[src/eeprom_host_pkg.sv]
// Package of constants for the parallel EEPROM host controller.
package eeprom_host_pkg;

  // ---------------------------------------------------------------------------
  // Geometry
  // ---------------------------------------------------------------------------
  localparam int ADDR_W      = 16;
  localparam int DATA_W      = 8;
  localparam int PAGE_LSB    = 7;
  localparam int PAGE_BYTES  = 128;
  localparam int POLL_BIT    = 7;
  localparam int TOGGLE_BIT  = 6;
  localparam int CMD_IGN_BIT = 15;

  // ---------------------------------------------------------------------------
  // Timing
  // ---------------------------------------------------------------------------
  localparam int CLK_PERIOD_PS    = 5000;
  localparam int BYTE_LOAD_US     = 100;
  localparam int BYTE_LOAD_CYC    = (BYTE_LOAD_US * 1000000) / CLK_PERIOD_PS;
  localparam int WRITE_CYCLE_MS   = 5;
  localparam int WRITE_CYCLE_CYC  = (WRITE_CYCLE_MS * 1000000) / (CLK_PERIOD_PS / 1000);
  localparam int STROBE_NS        = 30;
  localparam int STROBE_CYC       = (STROBE_NS * 1000 + CLK_PERIOD_PS - 1) / CLK_PERIOD_PS;
  localparam int PAGE_GAP_NS      = 50000;
  localparam int PAGE_GAP_CYC     = (PAGE_GAP_NS * 1000) / CLK_PERIOD_PS;

  // ---------------------------------------------------------------------------
  // Protection command sequences (values arbitrary, set per part)
  // ---------------------------------------------------------------------------
  localparam logic [ADDR_W-1:0] PROT_A1 = 16'h1111;
  localparam logic [ADDR_W-1:0] PROT_A2 = 16'h2222;
  localparam logic [DATA_W-1:0] PROT_D1 = 8'h11;
  localparam logic [DATA_W-1:0] PROT_D2 = 8'h22;
  localparam logic [DATA_W-1:0] PROT_D3 = 8'h33;
  localparam logic [DATA_W-1:0] UNPROT_D3 = 8'h44;
  localparam logic [DATA_W-1:0] UNPROT_D6 = 8'h55;

  // Command codes on the user port.
  localparam logic [1:0] CMD_READ    = 2'h0;
  localparam logic [1:0] CMD_WRITE   = 2'h1;
  localparam logic [1:0] CMD_PROTECT = 2'h2;
  localparam logic [1:0] CMD_UNPROT  = 2'h3;

endpackage : eeprom_host_pkg

[src/eeprom_host.sv]
// Host controller and command FIFO for a byte-wide parallel EEPROM.
`timescale 1ns/10ps
// Functional notes
// - Read is active while chip select and output strobe are both low.
// - Write needs chip select and write strobe low with output strobe high.
// - Page address bits 7 to 15 stay the same for every byte of a page.
// - Each next byte falling edge comes within 100 us of the previous one.
// - With protection on, every write is preceded by the three-write sequence; the host sends it only for a queued CMD_PROTECT entry.
// - A six-write sequence clears protection after one write cycle time.
// - Command sequences are issued without other accesses in between.
// - Chip select must be low for any access to take effect.

module byte_fifo #(
  parameter int WIDTH = 24,
  parameter int DEPTH = 8
) (
  input  wire logic             clk_sys,
  input  wire logic             rst,
  input  wire logic [WIDTH-1:0] in_data,
  input  wire logic             in_valid,
  output logic                  in_ready,
  output logic [WIDTH-1:0]      out_data,
  output logic                  out_valid,
  input  wire logic             out_ready
);
  localparam int AW = $clog2(DEPTH);
  logic [WIDTH-1:0] mem [DEPTH];
  logic [AW-1:0]    wr_r;
  logic [AW-1:0]    rd_r;
  logic [AW:0]      cnt_r;
  logic             push;
  logic             pop;

  // Honest full and empty from the occupancy count.
  assign in_ready  = (cnt_r != AW'(0) + (AW+1)'(DEPTH));
  assign out_valid = (cnt_r != '0);
  assign out_data  = mem[rd_r];
  assign push      = in_valid && in_ready;
  assign pop       = out_valid && out_ready;

  // Storage write.
  always_ff @(posedge clk_sys) begin
    if (push) begin
      mem[wr_r] <= in_data;
    end
  end

  // Pointers and count.
  always_ff @(posedge clk_sys) begin
    if (rst) begin
      wr_r  <= '0;
      rd_r  <= '0;
      cnt_r <= '0;
    end else begin
      if (push) begin
        wr_r <= (wr_r == AW'(DEPTH-1)) ? '0 : wr_r + 1'b1;
      end
      if (pop) begin
        rd_r <= (rd_r == AW'(DEPTH-1)) ? '0 : rd_r + 1'b1;
      end
      cnt_r <= cnt_r + (AW+1)'(push) - (AW+1)'(pop);
    end
  end
endmodule : byte_fifo

module eeprom_host #(
  parameter int BYTE_LOAD_CYC   = eeprom_host_pkg::BYTE_LOAD_CYC,
  parameter int WRITE_CYCLE_CYC = eeprom_host_pkg::WRITE_CYCLE_CYC,
  parameter int PAGE_GAP_CYC    = eeprom_host_pkg::PAGE_GAP_CYC,
  parameter int FIFO_DEPTH      = 8
) (
  input  wire logic        clk_sys,
  input  wire logic        rst,
  // User command port.
  input  wire logic [1:0]  cmd,
  input  wire logic [15:0] cmd_addr,
  input  wire logic [7:0]  cmd_data,
  input  wire logic        cmd_last,
  input  wire logic        cmd_valid,
  output logic             cmd_ready,
  output logic [7:0]       rd_data,
  output logic             rd_valid,
  output logic             busy,
  // Device pins.
  output logic [15:0]      byte_address,
  output logic             chip_sel_n,
  output logic             out_en_n,
  output logic             wr_en_n,
  input  wire logic [7:0]  data_lines_in,
  output logic [7:0]       data_lines_out,
  output logic             data_lines_oe_n
);
  localparam int SC = eeprom_host_pkg::STROBE_CYC;
  localparam int TW = $clog2(WRITE_CYCLE_CYC + 2);
  // The wait for a further byte never outlasts the byte load timeout, so an open page
  // is closed by this controller and not by the device.
  localparam int GAP_CYC = (PAGE_GAP_CYC < BYTE_LOAD_CYC) ? PAGE_GAP_CYC
                                                          : BYTE_LOAD_CYC - 1;

  typedef enum {
    ST_IDLE, ST_RD_SET, ST_RD_HOLD, ST_WR_SET, ST_WR_LOW, ST_WR_HIGH,
    ST_GAP, ST_POLL_A, ST_POLL_B, ST_DONE
  } state_t;

  state_t          state_r;
  logic [TW-1:0]   tmr_r;
  logic [23:0]     q_data;
  logic            q_valid;
  logic            q_ready;
  logic [1:0]      q_cmd;
  logic            q_last;
  logic [2:0]      seq_r;
  logic [2:0]      seq_len_r;
  logic [15:0]     page_r;
  logic [7:0]      last_d_r;
  logic [7:0]      poll_r;
  logic            is_rd_r;
  logic            have_prev_r;
  logic            q_take;

  // Command word: cmd, last, address, data; the FIFO stalls the user port.
  byte_fifo #(.WIDTH(27), .DEPTH(FIFO_DEPTH)) u_fifo (
    .clk_sys   (clk_sys),
    .rst       (rst),
    .in_data   ({cmd, cmd_last, cmd_addr, cmd_data}),
    .in_valid  (cmd_valid),
    .in_ready  (cmd_ready),
    .out_data  ({q_cmd, q_last, q_data}),
    .out_valid (q_valid),
    .out_ready (q_ready)
  );

  // Sequence word for command step n; A15 is left low as it is ignored.
  function automatic logic [23:0] seq_word(input logic [2:0] n, input logic unp);
    logic [7:0] d3;
    d3 = unp ? eeprom_host_pkg::UNPROT_D3 : eeprom_host_pkg::PROT_D3;
    case (n)
      3'd0, 3'd3: seq_word = {eeprom_host_pkg::PROT_A1, eeprom_host_pkg::PROT_D1};
      3'd1, 3'd4: seq_word = {eeprom_host_pkg::PROT_A2, eeprom_host_pkg::PROT_D2};
      3'd2:       seq_word = {eeprom_host_pkg::PROT_A1, d3};
      default:    seq_word = {eeprom_host_pkg::PROT_A1, eeprom_host_pkg::UNPROT_D6};
    endcase
  endfunction : seq_word

  // Only words that the sequencer acts on in this cycle leave the FIFO; a write for
  // another page, or one after the closing byte, waits until polling has ended.
  assign q_take    = q_valid && seq_r == 3'd0 &&
                     (state_r == ST_IDLE ||
                      (state_r == ST_GAP && !is_rd_r && q_cmd == eeprom_host_pkg::CMD_WRITE &&
                       q_data[23:15] == page_r[15:7]));
  assign q_ready   = q_take;
  assign busy      = (state_r != ST_IDLE);

  // Strobes are decoded from state; only one access kind is ever active.
  always_ff @(posedge clk_sys) begin
    if (rst) begin
      chip_sel_n      <= 1'b1;
      out_en_n        <= 1'b1;
      wr_en_n         <= 1'b1;
      data_lines_oe_n <= 1'b1;
    end else begin
      chip_sel_n      <= !(state_r == ST_RD_SET || state_r == ST_RD_HOLD ||
                           state_r == ST_WR_SET || state_r == ST_WR_LOW ||
                           state_r == ST_POLL_A);
      out_en_n        <= !(state_r == ST_RD_SET || state_r == ST_RD_HOLD ||
                           state_r == ST_POLL_A);
      // Write strobe held low for STROBE_CYC + 1 cycles, far above the noise filter.
      wr_en_n         <= !(state_r == ST_WR_LOW);
      data_lines_oe_n <= !(state_r == ST_WR_SET || state_r == ST_WR_LOW ||
                           state_r == ST_WR_HIGH);
    end
  end

  // Access sequencer: reads, page loads, command sequences and polling.
  always_ff @(posedge clk_sys) begin
    if (rst) begin
      state_r        <= ST_IDLE;
      tmr_r          <= '0;
      seq_r          <= '0;
      seq_len_r      <= '0;
      page_r         <= '0;
      last_d_r       <= '0;
      poll_r         <= '0;
      is_rd_r        <= 1'b0;
      have_prev_r    <= 1'b0;
      byte_address   <= '0;
      data_lines_out <= '0;
      rd_data        <= '0;
      rd_valid       <= 1'b0;
    end else begin
      rd_valid <= 1'b0;
      tmr_r    <= (tmr_r != '0) ? tmr_r - 1'b1 : tmr_r;
      case (state_r)
        ST_IDLE, ST_GAP: begin
          if (seq_r != 3'd0) begin
            // Command steps go out back to back, nothing in between.
            {byte_address, data_lines_out} <= seq_word(seq_r - 3'd1, seq_len_r == 3'd6);
            state_r <= ST_WR_SET;
            tmr_r   <= TW'(SC);
          end else if (q_take && (q_cmd == eeprom_host_pkg::CMD_PROTECT ||
                                  q_cmd == eeprom_host_pkg::CMD_UNPROT)) begin
            // Command words carry no data; the entry leaves the FIFO here.
            seq_len_r <= (q_cmd == eeprom_host_pkg::CMD_UNPROT) ? 3'd6 : 3'd3;
            seq_r     <= 3'd1;
          end else if (q_take && q_cmd == eeprom_host_pkg::CMD_READ) begin
            byte_address <= q_data[23:8];
            state_r      <= ST_RD_SET;
            tmr_r        <= TW'(SC);
          end else if (q_take && q_cmd == eeprom_host_pkg::CMD_WRITE) begin
            byte_address   <= q_data[23:8];
            data_lines_out <= q_data[7:0];
            page_r         <= q_data[23:8];
            last_d_r       <= q_data[7:0];
            is_rd_r        <= q_last;
            state_r        <= ST_WR_SET;
            tmr_r          <= TW'(SC);
          end else if (state_r == ST_GAP && (tmr_r == '0 || is_rd_r)) begin
            // Stopping loads; the first status read ends the load and starts programming.
            byte_address <= page_r;
            state_r      <= ST_POLL_A;
            tmr_r        <= TW'(WRITE_CYCLE_CYC);
            have_prev_r  <= 1'b0;
          end
        end
        ST_RD_SET:  if (tmr_r == '0) begin
          rd_data  <= data_lines_in;
          rd_valid <= 1'b1;
          state_r  <= ST_RD_HOLD;
        end
        ST_RD_HOLD: state_r <= ST_DONE;
        ST_WR_SET:  begin
          state_r <= ST_WR_LOW;
          tmr_r   <= TW'(SC);
        end
        ST_WR_LOW:  if (tmr_r == '0) begin
          state_r <= ST_WR_HIGH;
        end
        ST_WR_HIGH: begin
          state_r <= ST_GAP;
          tmr_r   <= TW'(GAP_CYC);
          if (seq_r != 3'd0) begin
            // No page byte may join a command sequence, so the gap after it only polls.
            seq_r   <= (seq_r == seq_len_r) ? 3'd0 : seq_r + 3'd1;
            is_rd_r <= 1'b1;
            if (seq_r == seq_len_r && seq_len_r == 3'd3) begin
              // The protected page follows at once, with no status read in between.
              state_r <= ST_IDLE;
            end
          end
        end
        ST_POLL_A:  if (!out_en_n && tmr_r[1:0] == 2'b00) begin
          // Sample only once the read strobe has stood for a full cycle. Done when bit 7
          // equals that of the last byte written and bit 6 matches the previous, separate read; the timer bounds it.
          if ((data_lines_in[eeprom_host_pkg::POLL_BIT] == last_d_r[eeprom_host_pkg::POLL_BIT] &&
               have_prev_r &&
               data_lines_in[eeprom_host_pkg::TOGGLE_BIT] == poll_r[eeprom_host_pkg::TOGGLE_BIT])
              || tmr_r == '0) begin
            state_r <= ST_DONE;
          end else begin
            state_r <= ST_POLL_B;
          end
          poll_r      <= data_lines_in;
          have_prev_r <= 1'b1;
        end
        // One cycle with the strobes high ends the read, so the next one is a new read.
        ST_POLL_B:  state_r <= ST_POLL_A;
        default: state_r <= ST_IDLE;
      endcase
    end
  end
endmodule : eeprom_host

[config.mk]
export PLATFORM = sky130hd
export DESIGN_NAME = eeprom_host
export DESIGN_NICKNAME = d
export VERILOG_FILES = /design/src/eeprom_host_pkg.sv /design/src/eeprom_host.sv
export SDC_FILE = /design/constraint.sdc
export NUM_CORES = 1
export LEC_CHECK = 0
export BUFFER_PORTS_ARGS = -buffer_cell sky130_fd_sc_hd__buf_4
export CORE_ASPECT_RATIO = 1.5
export CORE_MARGIN = 3
export CORE_UTILIZATION = 55
export DETAILED_ROUTE_END_ITERATION = 16
export PLACE_DENSITY = 0.76
export SYNTH_ARGS = -nofsm -noshare
export SYNTH_HDL_FRONTEND = slang
export SYNTH_HIERARCHICAL = 1
export SYNTH_SLANG_ARGS = --single-unit
[constraint.sdc]
create_clock -name clk_sys -period 3.8 [get_ports clk_sys]
set_clock_uncertainty 0.15 [all_clocks]
set_input_delay 0.76 -clock clk_sys [delete_from_list [all_inputs] [get_ports clk_sys]]
set_output_delay 0.76 -clock clk_sys [all_outputs]
set_load 0.02 [all_outputs]
==> summary.txt <==
Max Slew Vio Count: 0
Per-instance average area after synthesis: 14.8 um^2
Category of cells accounting for the largest share of critical-path delay: simple AND/OR/NAND/NOR gates
Netlist Area Pre-Place: 0.0135 mm^2
Number of fill cells in the layout: 1,649
Reg-to-Reg End: u_fifo/cnt_r[1]
Sort of element at the end of the critical path: flop
Via Count: 7,851
Area of combinational cells with multiple inputs: 0.00475 mm^2
Power Density: 658 mW/mm^2
Die area: 0.0264 mm^2
Area added between synthesis and finish: 15.2%
Clock transition at the registers of the reported paths: 0.07 ns
Wire length of the first global-routing pass: 44,500 um
Register-to-Register Setup Slack: 0.13 ns
DRT antenna net count: 0
Data arrival time of the worst path: 3.94 ns
Required time worst endpoint: 4.07 ns
Synthesized instance count: 909
Iteration count of the initial detailed-routing pass: 4
Outcome: finished clean
Buffer and inverter count on the worst path: 2
Antenna violations before repair: 0
Weighted congestion reported at the end of routability-driven placement: 0.865
Average wire length per cell after detail routing: 20.9 um
Critical path class: reg -> reg
Clock buffer count from CTS: 28
Number of placed I/O pins: 77
Number of buffers inserted by hold repair at cts: 0
Part of the Yosys area used for sequential elements: 63.1%
Via-per-instance ratio: 5.84
Pre-CTS worst setup slack: 0.103 ns
Final routed DRC violation total: 0
Warnings from Yosys: 6
Initial core utilization: 56.3%
Critical Path Slowest Stage Cell: sky130_fd_sc_hd__mux4_1
Number of DRC markers after the initial detailed-route iteration: 526
Maximum fanout along the worst path: 12
Depth of the worst register-to-register path: 13
Die H: 198 um
Net count after synthesis: 966
Layout net count: 1,061
Fin crit share: 96.6%
Delay contributed by the slowest stage of the critical path: 0.56 ns
Clock sink total: 316
Global-route usage over all layers: 21.4%
Final Worst Setup Slack: 0.131 ns
Number of global-route vias before repair: 7,997
Fraction of layout cells with a size suffix above 1: 21.9%
Post-Place Cell Area: 0.0145 mm^2
Clock tree buffer depth: 3
HPWL reported at the end of detailed placement: 17,500 um
Hold WC Path Type: in -> reg
Final hold violations: 0
WP depth: 13
Actual transition at the worst max-transition pin: 0.773 ns
Port bufs: 76
Kind of start point of the critical path: flop
Floorplan row count: 69
Distinct cell type count of the synthesized netlist: 70
Number of synthesized flops with an enable pin: 216
Share of synthesized flip-flops with an asynchronous set or reset: 0%
Max Cap Viol: 0
Number of H-tree levels: 1
Fmax: 273 MHz
Largest net degree at the start of global routing: 62
Maximum resistive drop on vdd: 0.367 mV
Number of diodes: 0
Drt total wl: 28,100 um
CTS tree: built
Design Area, Final: 0.0155 mm^2
Setup violations, final: 0
Total core area: 0.0239 mm^2
Seq. cell area: 0.00849 mm^2
Beginning of the worst hold path: cmd_data[3]
Series of cell instances along the critical path: buf_12 > mux4_1 > mux2_4 > xor2_1 > nor4_4 > nand4b_1 > nand2_1 > and2_4 > ha_1 > inv_1 > ha_2 > fa_1 > nor2b_1
Endpoint of the worst setup timing path: u_fifo/cnt_r[1]
Overall overflow remaining after global route: 0
Die extent in x: 134 um
Post-synth top flop: sky130_fd_sc_hd__edfxtp_1
CTS Root Cell: sky130_fd_sc_hd__clkbuf_16
Max transition margin: 48.5%
Setup repair after global routing missed its margin: yes
Number of synthesized register bits: 316
Minimum clock period after layout: 3.67 ns
Clock Latency Late Sink: 0.55 ns
Leakage Power: 5.48 nW
registers in the layout, summed over array words and instances, names as in the netlist, 3 cells and up, named ones only:
signal / count
rd_data: 8
seq_r: 3
data_lines_out: 8
seq_len_r: 3
byte_address: 16
u_fifo/wr_r: 3
tmr_r: 20
u_fifo/rd_r: 3
u_fifo/cnt_r: 4
page_r: 16
u_fifo/mem: 216
state_r: 4
stage by stage:
| step | total power [mW] | utilization, % | hold slack [ns] | setup TNS (ns) | instances |
|---|---|---|---|---|---|
| after floorplan | 6.55 | - | 0.286 | 0 | 909 |
| after global placement | 7.41 | 60.7 | 0.291 | 0 | 1290 |
| after detailed placement | 7.48 | 60.7 | 0.298 | 0 | 1290 |
| after CTS | 10.2 | 64.4 | 0.268 | 0 | 1341 |
| after global routing | 10.7 | 64.8 | 0.276 | -0.0371 | 1344 |
| final | 10.2 | 64.8 | 0.287 | 0 | 1344 |
timing repair:
item | 4_1_cts | 5_1_grt
buffers inserted | 0 | 2
endpoints found under the hold margin | 0 | 0
setup endpoints to repair | 0 | 3
resized for setup | 0 | 16
layout make-up:
| type | count | area share [%] |
|---|---|---|
| sequential | 316 | 54.8 |
| multi-input combinational | 530 | 30.7 |
| timing repair buffer | 113 | 5.99 |
| clock buffer | 32 | 4.76 |
| tap | 319 | 2.58 |
| clock inverter | 19 | 0.840 |
| inverter | 15 | 0.363 |
routing by layer:
metal,part of all wire (%),global-route usage (%),vias up
met3,3.7,2.73,60
met4,3.3,7.62,0
met2,53,39.0,172
li1,-,-,3699
met1,40,26.2,3920
met5,0,0,-
logic make-up after synthesis:
logic type	after synthesis	synth area share [%]
adder cells (fa/ha/maj)	19	1.82
AO/OA/AOI/OAI	116	5.82
XOR/XNOR	33	2.15
multiplexers	117	15.5
buffers and inverters	63	2.32
AND/OR/NAND/NOR	245	9.31
flip-flops	316	63.1
how the worst min path moves through the flow:
| stage | endpoint | slack [ns] | depth (start not counted) |
|---|---|---|---|
| floorplan | page_r[2] | 0.29 | 2 |
| global placement | page_r[1] | 0.29 | 2 |
| detailed placement | page_r[1] | 0.30 | 2 |
| CTS | u_fifo/mem[0][26] | 0.27 | 1 |
| global route | u_fifo/mem[2][3] | 0.28 | 1 |
| finish | u_fifo/mem[2][3] | 0.29 | 1 |
cell usage after synthesis, drive strengths merged (2+ instances only):
| master | count | area share (%) |
|---|---|---|
| edfxtp | 216 | 48 |
| dfxtp | 100 | 15 |
| nor2 | 75 | 2.1 |
| mux4 | 54 | 11 |
| nand2 | 50 | 1.4 |
| a21oi | 40 | 1.5 |
| mux2i | 35 | 2.6 |
| mux2 | 28 | 2.3 |
| buf | 25 | 1.2 |
| nand3 | 25 | 0.93 |
| clkbuf | 23 | 0.65 |
| nor3 | 20 | 0.86 |
| ha | 18 | 1.7 |
| nand2b | 18 | 0.84 |
| o21ai | 18 | 0.70 |
| xnor2 | 18 | 1.2 |
| inv | 15 | 0.42 |
| xor2 | 15 | 0.98 |
| a211oi | 13 | 0.73 |
| nor2b | 13 | 0.60 |
| nand4 | 9 | 0.42 |
| o2bb2ai | 8 | 0.52 |
| a31oi | 7 | 0.44 |
| and2 | 5 | 0.23 |
| nor4 | 5 | 0.39 |
| a22o | 4 | 0.26 |
| o31ai | 4 | 0.22 |
| or2 | 4 | 0.19 |
| or3 | 4 | 0.19 |
| or3b | 4 | 0.26 |
| or4 | 4 | 0.25 |
| a21boi | 2 | 0.11 |
| and4 | 2 | 0.13 |
| nand3b | 2 | 0.11 |
| nor4b | 2 | 0.13 |
| o2111ai | 2 | 0.13 |
| o21a | 2 | 0.11 |
| o21bai | 2 | 0.11 |
| o311ai | 2 | 0.19 |
| o31a | 2 | 0.13 |
power breakdown:
| group | switching, mW | internal (mW) |
|---|---|---|
| Sequential | 0.285 | 4.06 |
| Combinational | 1.78 | 1.39 |
| Clock | 1.21 | 1.46 |
cells in the final DEF, fill, tap and decap left out, drive strengths merged, types with 15 or more instances in the layout:
master,netlist,final
buf,25,112
edfxtp,216,216
inv,15,16
mux2,28,28
mux4,54,54
o21ai,18,18
a21oi,40,40
dfxtp,100,100
nand2b,18,18
nor2,75,75
xor2,15,15
clkbuf,23,33
mux2i,35,35
ha,18,18
nor3,20,20
nand3,25,25
nand2,50,50
xnor2,18,18
No activity file was read; power rests on OpenSTA's default activity.
